==> src/deac_pkg.sv <==
// shared constants of the data storage access control block
// assumes a single 100 MHz clock and the plain register port of the top module
package deac_pkg;

	localparam int CLK_PERIOD_NS = 10;
	// programming time per byte; plain default, no figure is known for it
	localparam int WRITE_TIME_NS = 2560;
	localparam int WRITE_CYCLES  = (WRITE_TIME_NS + CLK_PERIOD_NS - 1) / CLK_PERIOD_NS;
	localparam int WCNT_W        = 9;

	localparam int NVM_AW    = 7;
	localparam int NVM_DEPTH = 128;

	localparam logic [7:0] OFS_INTCTL_LO  = 8'h0b;
	localparam logic [7:0] OFS_INTCTL_HI  = 8'h8b;
	localparam logic [7:0] OFS_PIRQ_FLAGS = 8'h0c;
	localparam logic [7:0] OFS_PIRQ_EN    = 8'h8c;
	localparam logic [7:0] OFS_NVM_DATA   = 8'h9a;
	localparam logic [7:0] OFS_NVM_ADDR   = 8'h9b;
	localparam logic [7:0] OFS_NVM_CTRL   = 8'h9c;
	localparam logic [7:0] OFS_NVM_UNLOCK = 8'h9d;

	localparam int INT_GIE_BIT    = 7;
	localparam int INT_PERIPHERAL_IRQ_ENABLE_BIT   = 6;
	localparam int PIRQ_DONE_BIT  = 7;
	localparam int CTRL_WERR_BIT  = 3;
	localparam int CTRL_WRITE_ENABLE_GATE_BIT  = 2;
	localparam int CTRL_WR_BIT    = 1;
	localparam int CTRL_RD_BIT    = 0;

	localparam logic [7:0] PIRQ_MASK   = 8'hc9;
	localparam logic [7:0] INTCTL_KEEP = 8'h01;
	localparam logic [7:0] ZERO_BYTE   = 8'h00;

	// unlock keys: plain defaults
	localparam logic [7:0] UNLOCK_KEY1 = 8'h55;
	localparam logic [7:0] UNLOCK_KEY2 = 8'haa;

	typedef enum logic [1:0] {
		DEAC_UL_IDLE,
		DEAC_UL_KEY1,
		DEAC_UL_KEY2
	} deac_unlock_state_type;

endpackage : deac_pkg

==> src/deac_store_if.sv <==
// signals between the access control and the storage array
// assumes both ends run on sys_clk
`timescale 1ns/10ps
interface deac_store_if;
	logic [deac_pkg::NVM_AW-1:0] addr;
	logic [7:0]                  wdata;
	logic [7:0]                  rdata;
	logic                        wr_start;
	logic                        abort;
	logic                        busy;
	logic                        done;

	modport ctrl  (output addr, wdata, wr_start, abort, input rdata, busy, done);
	modport store (input addr, wdata, wr_start, abort, output rdata, busy, done);
endinterface : deac_store_if

==> src/deac_unlock.sv <==
// unlock sequence detector for the storage write start
// assumes one register write strobe per cycle at most
`timescale 1ns/10ps
module deac_unlock (
	input  wire logic       sys_clk,
	input  wire logic       sys_rst,
	input  wire logic       clk_en,
	input  wire logic       clear,
	input  wire logic       wr_strobe,
	input  wire logic       at_unlock,
	input  wire logic [7:0] wdata,
	output logic            unlocked
);
	typedef struct packed {
		deac_pkg::deac_unlock_state_type state;
	} deac_ul_type;

	deac_ul_type st_r;
	deac_ul_type st_nxt;

	always_comb begin
		st_nxt = st_r;
		if (clear) begin
			st_nxt.state = deac_pkg::DEAC_UL_IDLE;
		end else if (wr_strobe) begin
			// any other write breaks the sequence
			case (st_r.state)
				deac_pkg::DEAC_UL_IDLE: begin
					if (at_unlock && wdata == deac_pkg::UNLOCK_KEY1)
						st_nxt.state = deac_pkg::DEAC_UL_KEY1;
				end
				deac_pkg::DEAC_UL_KEY1: begin
					if (at_unlock && wdata == deac_pkg::UNLOCK_KEY2)
						st_nxt.state = deac_pkg::DEAC_UL_KEY2;
					else
						st_nxt.state = deac_pkg::DEAC_UL_IDLE;
				end
				default: begin
					st_nxt.state = deac_pkg::DEAC_UL_IDLE;
				end
			endcase
		end
	end

	always_ff @(posedge sys_clk) begin
		if (sys_rst)
			st_r <= '{state: deac_pkg::DEAC_UL_IDLE};
		else if (clk_en)
			st_r <= st_nxt;
	end

	assign unlocked = (st_r.state == deac_pkg::DEAC_UL_KEY2);

	a_unlock_order: assert property (@(posedge sys_clk) disable iff (sys_rst)
		clk_en && st_r.state == deac_pkg::DEAC_UL_IDLE |=> st_r.state != deac_pkg::DEAC_UL_KEY2)
		else $error("unlock reached without first key");
endmodule : deac_unlock

==> src/deac_store.sv <==
// 128 byte storage array with timed byte programming
// assumes start is only raised while not busy
`timescale 1ns/10ps
module deac_store (
	input  wire logic  sys_clk,
	input  wire logic  sys_rst,
	input  wire logic  clk_en,
	deac_store_if.store port
);
	typedef struct packed {
		logic                        busy;
		logic                        done;
		logic [deac_pkg::WCNT_W-1:0] cnt;
		logic [deac_pkg::NVM_AW-1:0] addr;
		logic [7:0]                  data;
	} deac_st_type;

	localparam logic [deac_pkg::WCNT_W-1:0] LAST = deac_pkg::WCNT_W'(deac_pkg::WRITE_CYCLES - 1);

	deac_st_type st_r;
	deac_st_type st_nxt;
	logic [7:0]  mem [deac_pkg::NVM_DEPTH];
	logic        commit;

	always_comb begin
		st_nxt      = st_r;
		st_nxt.done = 1'b0;
		commit      = 1'b0;
		if (port.abort) begin
			st_nxt.busy = 1'b0;
		end else if (st_r.busy) begin
			st_nxt.cnt = st_r.cnt + 1'b1;
			if (st_r.cnt == LAST) begin
				st_nxt.busy = 1'b0;
				st_nxt.done = 1'b1;
				commit      = 1'b1;
			end
		end else if (port.wr_start) begin
			st_nxt.busy = 1'b1;
			st_nxt.cnt  = '0;
			st_nxt.addr = port.addr;
			st_nxt.data = port.wdata;
		end
	end

	always_ff @(posedge sys_clk) begin
		if (sys_rst)
			st_r <= '0;
		else if (clk_en)
			st_r <= st_nxt;
	end

	always_ff @(posedge sys_clk) begin
		if (!sys_rst && clk_en && commit)
			mem[st_r.addr] <= st_r.data;
	end

	assign port.rdata = mem[port.addr];
	assign port.busy  = st_r.busy;
	assign port.done  = st_r.done;

	a_start_busy: assert property (@(posedge sys_clk) disable iff (sys_rst)
		clk_en && port.wr_start && !port.abort && !st_r.busy |=> st_r.busy)
		else $error("write start did not begin programming");
endmodule : deac_store

==> src/deac_top.sv <==
// data storage access control: registers, strobes, unlock, error and done flag
// assumes a plain register port, one strobe per cycle, and reset pulses
// from the core's reset logic synchronous to sys_clk
//
// The address-and-strobe port is this design's own decision.
`timescale 1ns/10ps
module deac_top (
	input  wire logic       sys_clk,
	input  wire logic       sys_rst,
	input  wire logic       clk_en,
	input  wire logic       ext_reset_pulse,
	input  wire logic       wdt_reset_pulse,
	input  wire logic       core_sleep,
	input  wire logic [7:0] reg_addr,
	input  wire logic [7:0] reg_wdata,
	input  wire logic       reg_we,
	input  wire logic       reg_re,
	output logic      [7:0] reg_rdata,
	output logic            irq
);
	typedef struct packed {
		logic [7:0] intctl;
		logic [7:0] pirq_flags;
		logic [7:0] pirq_en;
		logic       werr;
		logic       write_enable_gate;
		logic       wr;
		logic       rd;
		logic [7:0] addr;
		logic [7:0] data;
		logic [7:0] rdata;
		logic       irq;
	} deac_top_type;

	deac_top_type st_r;
	deac_top_type st_nxt;

	logic       other_rst;
	logic       unlocked;
	logic       wr_go;
	logic [7:0] ctrl_view;
	logic       at_unlock;

	deac_store_if nvm_if ();

	// a watchdog timeout while asleep only wakes the core
	assign other_rst = ext_reset_pulse | (wdt_reset_pulse & ~core_sleep);
	assign at_unlock = (reg_addr == deac_pkg::OFS_NVM_UNLOCK);

	deac_unlock u_unlock (
		.sys_clk   (sys_clk),
		.sys_rst   (sys_rst),
		.clk_en    (clk_en),
		.clear     (other_rst),
		.wr_strobe (reg_we),
		.at_unlock (at_unlock),
		.wdata     (reg_wdata),
		.unlocked  (unlocked)
	);

	deac_store u_store (
		.sys_clk (sys_clk),
		.sys_rst (sys_rst),
		.clk_en  (clk_en),
		.port    (nvm_if.store)
	);

	always_comb begin
		ctrl_view = deac_pkg::ZERO_BYTE;
		ctrl_view[deac_pkg::CTRL_WERR_BIT] = st_r.werr;
		ctrl_view[deac_pkg::CTRL_WRITE_ENABLE_GATE_BIT] = st_r.write_enable_gate;
		ctrl_view[deac_pkg::CTRL_WR_BIT]   = st_r.wr;
		ctrl_view[deac_pkg::CTRL_RD_BIT]   = st_r.rd;
	end

	// write start needs enable already set, the key pair just before, and no write running
	assign wr_go = reg_we && reg_addr == deac_pkg::OFS_NVM_CTRL
		&& reg_wdata[deac_pkg::CTRL_WR_BIT] && st_r.write_enable_gate && unlocked && !st_r.wr;

	assign nvm_if.addr     = st_r.addr[deac_pkg::NVM_AW-1:0];
	assign nvm_if.wdata    = st_r.data;
	assign nvm_if.wr_start = wr_go;
	assign nvm_if.abort    = other_rst;

	always_comb begin
		st_nxt       = st_r;
		st_nxt.rdata = deac_pkg::ZERO_BYTE;

		// read completes one cycle after its strobe was set
		if (st_r.rd) begin
			st_nxt.data = nvm_if.rdata;
			st_nxt.rd   = 1'b0;
		end

		if (reg_re) begin
			case (reg_addr)
				deac_pkg::OFS_INTCTL_LO,
				deac_pkg::OFS_INTCTL_HI: st_nxt.rdata = st_r.intctl;
				deac_pkg::OFS_PIRQ_FLAGS: begin
					st_nxt.rdata = st_r.pirq_flags;
					// reading the flags acknowledges the done event
					st_nxt.pirq_flags[deac_pkg::PIRQ_DONE_BIT] = 1'b0;
				end
				deac_pkg::OFS_PIRQ_EN:    st_nxt.rdata = st_r.pirq_en;
				deac_pkg::OFS_NVM_DATA:   st_nxt.rdata = st_r.data;
				deac_pkg::OFS_NVM_ADDR:   st_nxt.rdata = st_r.addr;
				deac_pkg::OFS_NVM_CTRL:   st_nxt.rdata = ctrl_view;
				deac_pkg::OFS_NVM_UNLOCK: st_nxt.rdata = deac_pkg::ZERO_BYTE;
				default:                  st_nxt.rdata = deac_pkg::ZERO_BYTE;
			endcase
		end

		if (reg_we) begin
			case (reg_addr)
				deac_pkg::OFS_INTCTL_LO,
				deac_pkg::OFS_INTCTL_HI: st_nxt.intctl = reg_wdata;
				deac_pkg::OFS_PIRQ_FLAGS: begin
					st_nxt.pirq_flags = reg_wdata & deac_pkg::PIRQ_MASK;
				end
				deac_pkg::OFS_PIRQ_EN: st_nxt.pirq_en = reg_wdata & deac_pkg::PIRQ_MASK;
				deac_pkg::OFS_NVM_DATA: st_nxt.data = reg_wdata;
				deac_pkg::OFS_NVM_ADDR: st_nxt.addr = reg_wdata;
				deac_pkg::OFS_NVM_CTRL: begin
					st_nxt.werr = reg_wdata[deac_pkg::CTRL_WERR_BIT];
					st_nxt.write_enable_gate = reg_wdata[deac_pkg::CTRL_WRITE_ENABLE_GATE_BIT];
					// strobes only set; a zero written leaves them alone
					if (reg_wdata[deac_pkg::CTRL_RD_BIT])
						st_nxt.rd = 1'b1;
					if (wr_go)
						st_nxt.wr = 1'b1;
				end
				default: begin
				end
			endcase
		end

		// hardware events after software so that a done or reset event wins over a register access
		if (nvm_if.done) begin
			st_nxt.wr   = 1'b0;
			st_nxt.werr = 1'b0;
			st_nxt.pirq_flags[deac_pkg::PIRQ_DONE_BIT] = 1'b1;
		end

		if (other_rst) begin
			if (st_r.wr && !nvm_if.done)
				st_nxt.werr = 1'b1;
			st_nxt.wr         = 1'b0;
			st_nxt.rd         = 1'b0;
			st_nxt.write_enable_gate       = 1'b0;
			st_nxt.addr       = deac_pkg::ZERO_BYTE;
			st_nxt.data       = deac_pkg::ZERO_BYTE;
			st_nxt.intctl     = st_r.intctl & deac_pkg::INTCTL_KEEP;
			st_nxt.pirq_flags = deac_pkg::ZERO_BYTE;
			st_nxt.pirq_en    = deac_pkg::ZERO_BYTE;
			st_nxt.rdata      = deac_pkg::ZERO_BYTE;
		end

		// level request taken from the next state so it tracks the flags exactly
		st_nxt.irq = st_nxt.pirq_flags[deac_pkg::PIRQ_DONE_BIT]
			&& st_nxt.pirq_en[deac_pkg::PIRQ_DONE_BIT]
			&& st_nxt.intctl[deac_pkg::INT_PERIPHERAL_IRQ_ENABLE_BIT]
			&& st_nxt.intctl[deac_pkg::INT_GIE_BIT];
	end

	always_ff @(posedge sys_clk) begin
		if (sys_rst)
			st_r <= '0;
		else if (clk_en)
			st_r <= st_nxt;
	end

	assign reg_rdata = st_r.rdata;
	assign irq       = st_r.irq;

	a_ctrl_upper_zero: assert property (@(posedge sys_clk) disable iff (sys_rst)
		clk_en && reg_re && reg_addr == deac_pkg::OFS_NVM_CTRL |=> reg_rdata[7:4] == 4'h0)
		else $error("control upper bits not zero");

	a_unlock_reads_zero: assert property (@(posedge sys_clk) disable iff (sys_rst)
		clk_en && reg_re && at_unlock |=> reg_rdata == 8'h00)
		else $error("unlock port read not zero");

	a_read_one_cycle: assert property (@(posedge sys_clk) disable iff (sys_rst)
		clk_en && st_r.rd && !(reg_we && reg_addr == deac_pkg::OFS_NVM_CTRL
			&& reg_wdata[deac_pkg::CTRL_RD_BIT]) |=> !st_r.rd)
		else $error("read strobe held past one cycle");

	a_read_data_lands: assert property (@(posedge sys_clk) disable iff (sys_rst)
		clk_en && st_r.rd && !reg_we && !other_rst |=> st_r.data == $past(nvm_if.rdata))
		else $error("read byte not in data register");

	a_write_held: assert property (@(posedge sys_clk) disable iff (sys_rst)
		clk_en && st_r.wr && !nvm_if.done && !other_rst |=> st_r.wr)
		else $error("write strobe dropped before completion");

	a_write_enable_gate_gates_write: assert property (@(posedge sys_clk) disable iff (sys_rst)
		clk_en && !st_r.wr && !st_r.write_enable_gate |=> !st_r.wr)
		else $error("write started without enable");

	a_unlock_needed: assert property (@(posedge sys_clk) disable iff (sys_rst)
		clk_en && !st_r.wr && !unlocked |=> !st_r.wr && !nvm_if.busy)
		else $error("write started without unlock");

	a_abort_error: assert property (@(posedge sys_clk) disable iff (sys_rst)
		clk_en && st_r.wr && other_rst && !nvm_if.done |=> st_r.werr && !nvm_if.busy)
		else $error("aborted write did not flag error");

	a_abort_clears: assert property (@(posedge sys_clk) disable iff (sys_rst)
		clk_en && other_rst |=> st_r.addr == 8'h00 && st_r.data == 8'h00)
		else $error("reset left address or data");

	a_done_sets_flag: assert property (@(posedge sys_clk) disable iff (sys_rst)
		clk_en && nvm_if.done && !other_rst |=> st_r.pirq_flags[7] && !st_r.wr)
		else $error("write completion flag not set");

	a_done_clears_err: assert property (@(posedge sys_clk) disable iff (sys_rst)
		clk_en && nvm_if.done && !other_rst |=> !st_r.werr)
		else $error("error flag set after normal write");

	a_irq_gated: assert property (@(posedge sys_clk) disable iff (sys_rst)
		irq |-> st_r.pirq_flags[7] && st_r.pirq_en[7] && st_r.intctl[7] && st_r.intctl[6])
		else $error("interrupt without all enables");

	a_addr_msb_ignored: assert property (@(posedge sys_clk) disable iff (sys_rst)
		nvm_if.addr == st_r.addr[6:0])
		else $error("storage address not low seven bits");

	a_write_span: assert property (@(posedge sys_clk) disable iff (sys_rst)
		clk_en && wr_go && !other_rst |=> st_r.wr && nvm_if.busy)
		else $error("write start not taken");
endmodule : deac_top

==> config.mk <==
export PLATFORM = sky130hd
export DESIGN_NAME = deac_top
export DESIGN_NICKNAME = d
export VERILOG_FILES = /design/src/deac_pkg.sv /design/src/deac_store_if.sv /design/src/deac_unlock.sv /design/src/deac_store.sv /design/src/deac_top.sv
export SDC_FILE = /design/constraint.sdc
export NUM_CORES = 1
export LEC_CHECK = 0
export BUFFER_PORTS_ARGS = -buffer_cell sky130_fd_sc_hd__buf_2
export CAP_MARGIN = 10
export CELL_PAD_IN_SITES_DETAIL_PLACEMENT = 1
export CELL_PAD_IN_SITES_GLOBAL_PLACEMENT = 1
export CORE_ASPECT_RATIO = 1.2
export CORE_MARGIN = 2
export CORE_UTILIZATION = 35
export DETAILED_ROUTE_END_ITERATION = 8
export PLACE_DENSITY_LB_ADDON = 0.08
export SETUP_SLACK_MARGIN = 0.15
export SYNTH_ARGS = -nofsm -noshare
export SYNTH_HDL_FRONTEND = slang
export SYNTH_HIERARCHICAL = 1
export SYNTH_SLANG_ARGS = --single-unit
==> constraint.sdc <==
create_clock -name sys_clk -period 3.84 [get_ports sys_clk]
set_input_delay 0.192 -clock sys_clk [delete_from_list [all_inputs] [get_ports sys_clk]]
set_output_delay 0.192 -clock sys_clk [all_outputs]
set_load 0.01 [all_outputs]
After elaboration in Yosys (flattened, before gate mapping)

Memory sizes are Yosys's and may differ from the RTL's. A register that Yosys moved wholly into a read port is not among the register bits.
Index checks and enable logic that the tools add are counted.

Flip-flop bits (word level): 81
Latch bits: 0
RAM bits: 1024
Bits in read-only memories: 0
Input bits: 24
Output and inout bits: 9
Logic and storage cells: 120
Memories kept: 1

Add/subtract/negate cells: 1
$mul: 0
Divide/modulo/power cells: 0
Magnitude comparators: 0
Eq/ne operators: 14
Shift operators: 0
Muxes and demuxes: 40
Bitwise operators: 5
Reductions and logical operators: 38

Memory list:

| name        | depth | width | rd ports | clocked after Yosys merged registers in | write ports | line             | RTL |
|---|---|---|---|---|---|---|---|
| u_store.mem | 128   | 8     | 1        | 1                                       | 1           | deac_store.sv:22 | `logic [7:0] mem [deac_pkg::NVM_DEPTH];` |

Operators with widths:

| cell                                                                  | number |
|---|---|
| 8-bit equality test, second input constant                            | 7 |
| 8-bit 2-to-1 mux                                                      | 7 |
| 52-bit 2-to-1 mux                                                     | 1 |
| 8-bit case mux with 6 select lines                                    | 1 |
| 44-bit 2-to-1 mux                                                     | 1 |
| 25-bit 2-to-1 mux                                                     | 1 |
| 24-bit 2-to-1 mux                                                     | 1 |
| 3-bit AND reduction                                                   | 7 |
| 1-bit 2-to-1 mux                                                      | 17 |
| 8-bit by 4-bit equality test with 1-bit output, second input constant | 2 |
| 15-bit 2-to-1 mux                                                     | 1 |
| 7-bit 2-to-1 mux                                                      | 2 |
| 2-bit nonzero test                                                    | 7 |
| 1-bit logical AND                                                     | 13 |
| 4-bit AND reduction                                                   | 3 |
| 2-bit 2-to-1 mux                                                      | 5 |
| 9-bit by 1-bit adder with 9-bit output, second input constant         | 1 |
| 9-bit by 8-bit equality test with 1-bit output, second input constant | 1 |
| 9-bit 2-to-1 mux                                                      | 1 |
| 3-bit nonzero test                                                    | 3 |
| 8-bit by 7-bit equality test with 1-bit output, second input constant | 1 |
| 4-bit 2-to-1 mux                                                      | 1 |
| 2-bit case mux with 2 select lines                                    | 1 |
| 1-bit logical NOT                                                     | 3 |
| other kinds (8)                                                       | 10 |

Logic depth before layout (Yosys ltp)

Depth in word-level cells: 15
Depth in mapped cells: 11
Mapped depth without buffers: 8

Hierarchy

Netlist, hierarchy kept.

By module, submodules not included:

| module      | instances | cells an instance | area an instance (um2) | seq. area each (um2) |
|---|---|---|---|---|
| deac_store  | 1         | 1744              | 40468.8                | 31270.0 |
| deac_top    | 1         | 308               | 2439.8                 | 900.9 |
| deac_unlock | 1         | 19                | 166.4                  | 40.0 |

Least setup slack after synthesis

Ideal clock, no wire load.

Path type: reg2reg
Start point: register, netlist name nvm_if.addr[0]
End point: register st_r, in the netlist nvm_if.wdata[0]
Library setup time: 0.128 ns
Data arrival time: 3.006 ns
Required time: 3.712 ns
Setup slack: 0.706 ns
Cell stages (with the launch flop): 11
Buffers on the path: 2
Period minus slack after synthesis: 3.134 ns
Cells stage by stage: dfxtp_1 > buf_2 > clkbuf_1 > mux4_2 > mux4_2 > mux4_2 > mux2_2 > mux2i_1 > nand2_1 > o21ai_0 > o21ai_0

RTL lines:

| item                   | line            | RTL |
|---|---|---|
| end signal: assignment | deac_top.sv:169 | `st_r <= st_nxt;` |
| end: declaration       | deac_top.sv:35  | `deac_top_type st_r;` |

==> flow_metrics.env <==
export IMPL_portBuffers=32
export IMPL_dieArea_mm2=0.126
export IMPL_num_fill_cells=11500
export IMPL_worstHoldStart="reg_addr[7]"
export IMPL_syn_nets=2097
export IMPL_die_y_um=388
export IMPL_cp_slowest_cell="mux4_2"
export IMPL_dp_hpwl_mm=77.5
export IMPL_syn_inst=2071
export IMPL_num_nets_final=2354
export IMPL_cts_made_buffers=113
export IMPL_crit_arrival_ps=4120
export IMPL_ir_drop_uv=325
export IMPL_postCtsSetupBuffers=0
export IMPL_finish_instance_area_mm2=0.0505
export IMPL_io_pins=33
export IMPL_grt_pass1_wl_mm=175
export IMPL_clkLatencyLatePin_ps=710
export IMPL_antenna_left=0
export IMPL_avgViaCountPerCell=5.32
export IMPL_leakage_nw=18.1
export IMPL_ys_ff_latch=1097
export IMPL_wl_mm=121
export IMPL_setup_viol=0
export IMPL_timing_final_hold_violations=0
export IMPL_async_flop_share_pct=0
export IMPL_clk_pin_slew_worst_paths_ps=60
export IMPL_status="complete, no violations"
export IMPL_dp_slack_ps=211
export IMPL_seqCellArea_mm2=0.0323
export IMPL_hp_class="input port to register"
export IMPL_max_clock_freq_mhz=282
export IMPL_period_minus_slack_ps=3550
export IMPL_gp_congestion=0.791
export IMPL_fin_util_pct=41.2
export IMPL_maxCapViolCount=0
export IMPL_crit_type="register to register"
export IMPL_dpl_cell_area_mm2=0.0466
export IMPL_cp_required_ps=4410
export IMPL_maxSlewHeadroom_pct=18.4
export IMPL_gr_total_overflow=0
export IMPL_rsz0062_at_grt="true"
export IMPL_fin_cells=4061
export IMPL_yosysWarnings=6
export IMPL_fin_hold_ws_ps=91.4
export IMPL_finalWorstSetupSlack_ps=288
export IMPL_dp_cells=3839
export IMPL_grt_pass1_vias=23200
export IMPL_initialDrtViolationCount=1596
export IMPL_die_width_um=324
export IMPL_start_util_pct=35.1
export IMPL_period_share_pct=92.5
export IMPL_antenna_found_initial=5
export IMPL_grt_usage_pct=19.6
export IMPL_endpoint_kind="register"
export IMPL_clockRootBuffer="clkbuf_16"
export IMPL_clock_path_buffers=3
export IMPL_start_kind="register"
export IMPL_mostFrequentLayoutCells="edfxtp_1 (1024), mux4_2 (336), buf_4 (187)"
export IMPL_yosysSeqAreaShare_pct=74.8
export IMPL_drc=0
export IMPL_clock_sinks=1097
export IMPL_vias=21600
export IMPL_avgRoutedWirePerCell_um=29.9
export IMPL_max_stage_delay_ps=580
export IMPL_cts_htree_levels=3
export IMPL_area_delta_synth_final_pct=17.3
export IMPL_cpMostUsedCell="mux4_2"
export IMPL_row_count=141
export IMPL_skew_ps=22.8
export IMPL_r2r_start="nvm_if.addr[0]"
export IMPL_finalSetupTns_ps=0
export IMPL_core_area_mm2=0.123
export IMPL_crit_path_start="nvm_if.addr[0]"
export IMPL_cp_max_fo=26
export IMPL_synth_edff_count=1024
export IMPL_cts_tree="built"
export IMPL_maxSlewViolCount=0
export IMPL_crit_chain="buf_12 -> buf_4 -> mux4_2 -> mux4_2 -> mux4_2 -> mux2_2 -> mux2i_1 -> nand2_1 -> o21ai_0 -> o21ai_1"
export IMPL_layout_commonest_cell="edfxtp_1"
export IMPL_synth_ff_type="edfxtp_1"
export IMPL_drive_gt1_share_pct=32.0
export IMPL_multiInputGateArea_mm2=0.0103
export IMPL_netlist_area_mm2=0.0431
export IMPL_first_pass_iters=7
export IMPL_worst_slew_pin_transition_ps=1210
export IMPL_power_density_mw_per_mm2=475
export IMPL_grt_max_degree=86
export IMPL_avgSynthCellArea_um2=20.8
export IMPL_power_total_mw=24.0
export IMPL_yosysUniqueCellTypes=62
[where the power goes]
| group | internal [mW] | switching (mW) | leakage [nW] |
|---|---|---|---|
| sequential | 12.9 | 0.000817 | 12.5 |
| combinational | 0.0369 | 0.0953 | 3.81 |
| clock | 6.40 | 4.62 | 1.80 |
| total | 19.3 | 4.72 | 18.1 |
[synth_stat cells, types with 5 or more instances]
cell type	n	area share, %
nor2_1	172	1.5
o21ai_0	26	0.30
or3_1	5	0.073
nand2_1	100	0.87
buf_1	17	0.15
mux4_2	336	18
nor3_1	6	0.070
mux2i_1	14	0.33
dfxtp_1	73	3.4
a21oi_1	39	0.45
buf_4	21	0.37
xnor2_1	6	0.12
nor2b_1	12	0.17
nand3_1	25	0.29
edfxtp_1	1024	71
mux2_2	9	0.24
nand4_1	7	0.10
clkbuf_1	60	0.52
a22oi_1	21	0.37
nand4b_1	5	0.10
buf_2	17	0.20
o21ai_1	5	0.058
nand2b_1	6	0.087
nand3b_1	5	0.087
[layout make-up]
| type | instances | share of cell area (%) |
|---|---|---|
| antenna | 1 | 0.00495 |
| clock buffer | 145 | 6.06 |
| clock inverter | 58 | 1.21 |
| inverter | 5 | 0.0371 |
| multi-input combinational | 852 | 20.4 |
| sequential | 1097 | 63.8 |
| tap | 1644 | 4.07 |
| timing repair buffer | 259 | 4.41 |
[path summary, 6_finish.rpt]
check	to	slack, ps	depth (start not counted)
max	nvm_if.wdata[6]	290	10
min reg2reg	st_r[37]	460	2
max reg2reg	nvm_if.wdata[6]	290	10
min	st_r[43]	90	3
[timing repair]
action,CTS,global route
gates resized for setup,0,2
endpoints found under the setup margin,0,5
endpoints found under the hold margin,39,0
hold buffers,16,0
[state kept, by name, indices dropped and copies added (netlist names)]
signal and cells:
nvm_if.wdata 8, u_store/mem 1024, irq 1, u_store/port.done 1
st_r 17, nvm_if.addr 7, u_store/st_r 24, u_unlock/st_r 2
ctrl_view 4, reg_rdata 8, u_store/port.busy 1
[kinds of logic (layout without fill, tap and decap cells)]
group | Yosys count | in the layout | synth area share (%)
adders and majority gates | 2 | 2 | 0.0581
AOI/OAI and AO/OA | 113 | 113 | 1.62
buffers and inverters | 122 | 467 | 1.33
muxes | 359 | 359 | 18.1
DFF | 1097 | 1097 | 74.8
and+or+nand+nor | 372 | 372 | 3.96
xor gates and xnor gates | 6 | 6 | 0.122
other | 0 | 1 | 0
[critical path, delay by kind of cell, from the launching register on]
family / cells / cell delay (ps)
buf+inv: 2 / 530
mux: 5 / 2160
simple gates: 1 / 70
compound gates: 2 / 200
flops: 1 / 390
[routing by layer]
metal | wire [µm] | GRT usage, %
met1 | 53000 | 27.2
met2 | 61100 | 32.5
met3 | 5340 | 2.71
met4 | 2070 | 4.74
met5 | 0 | 0
(Power assumes the default switching activity.)
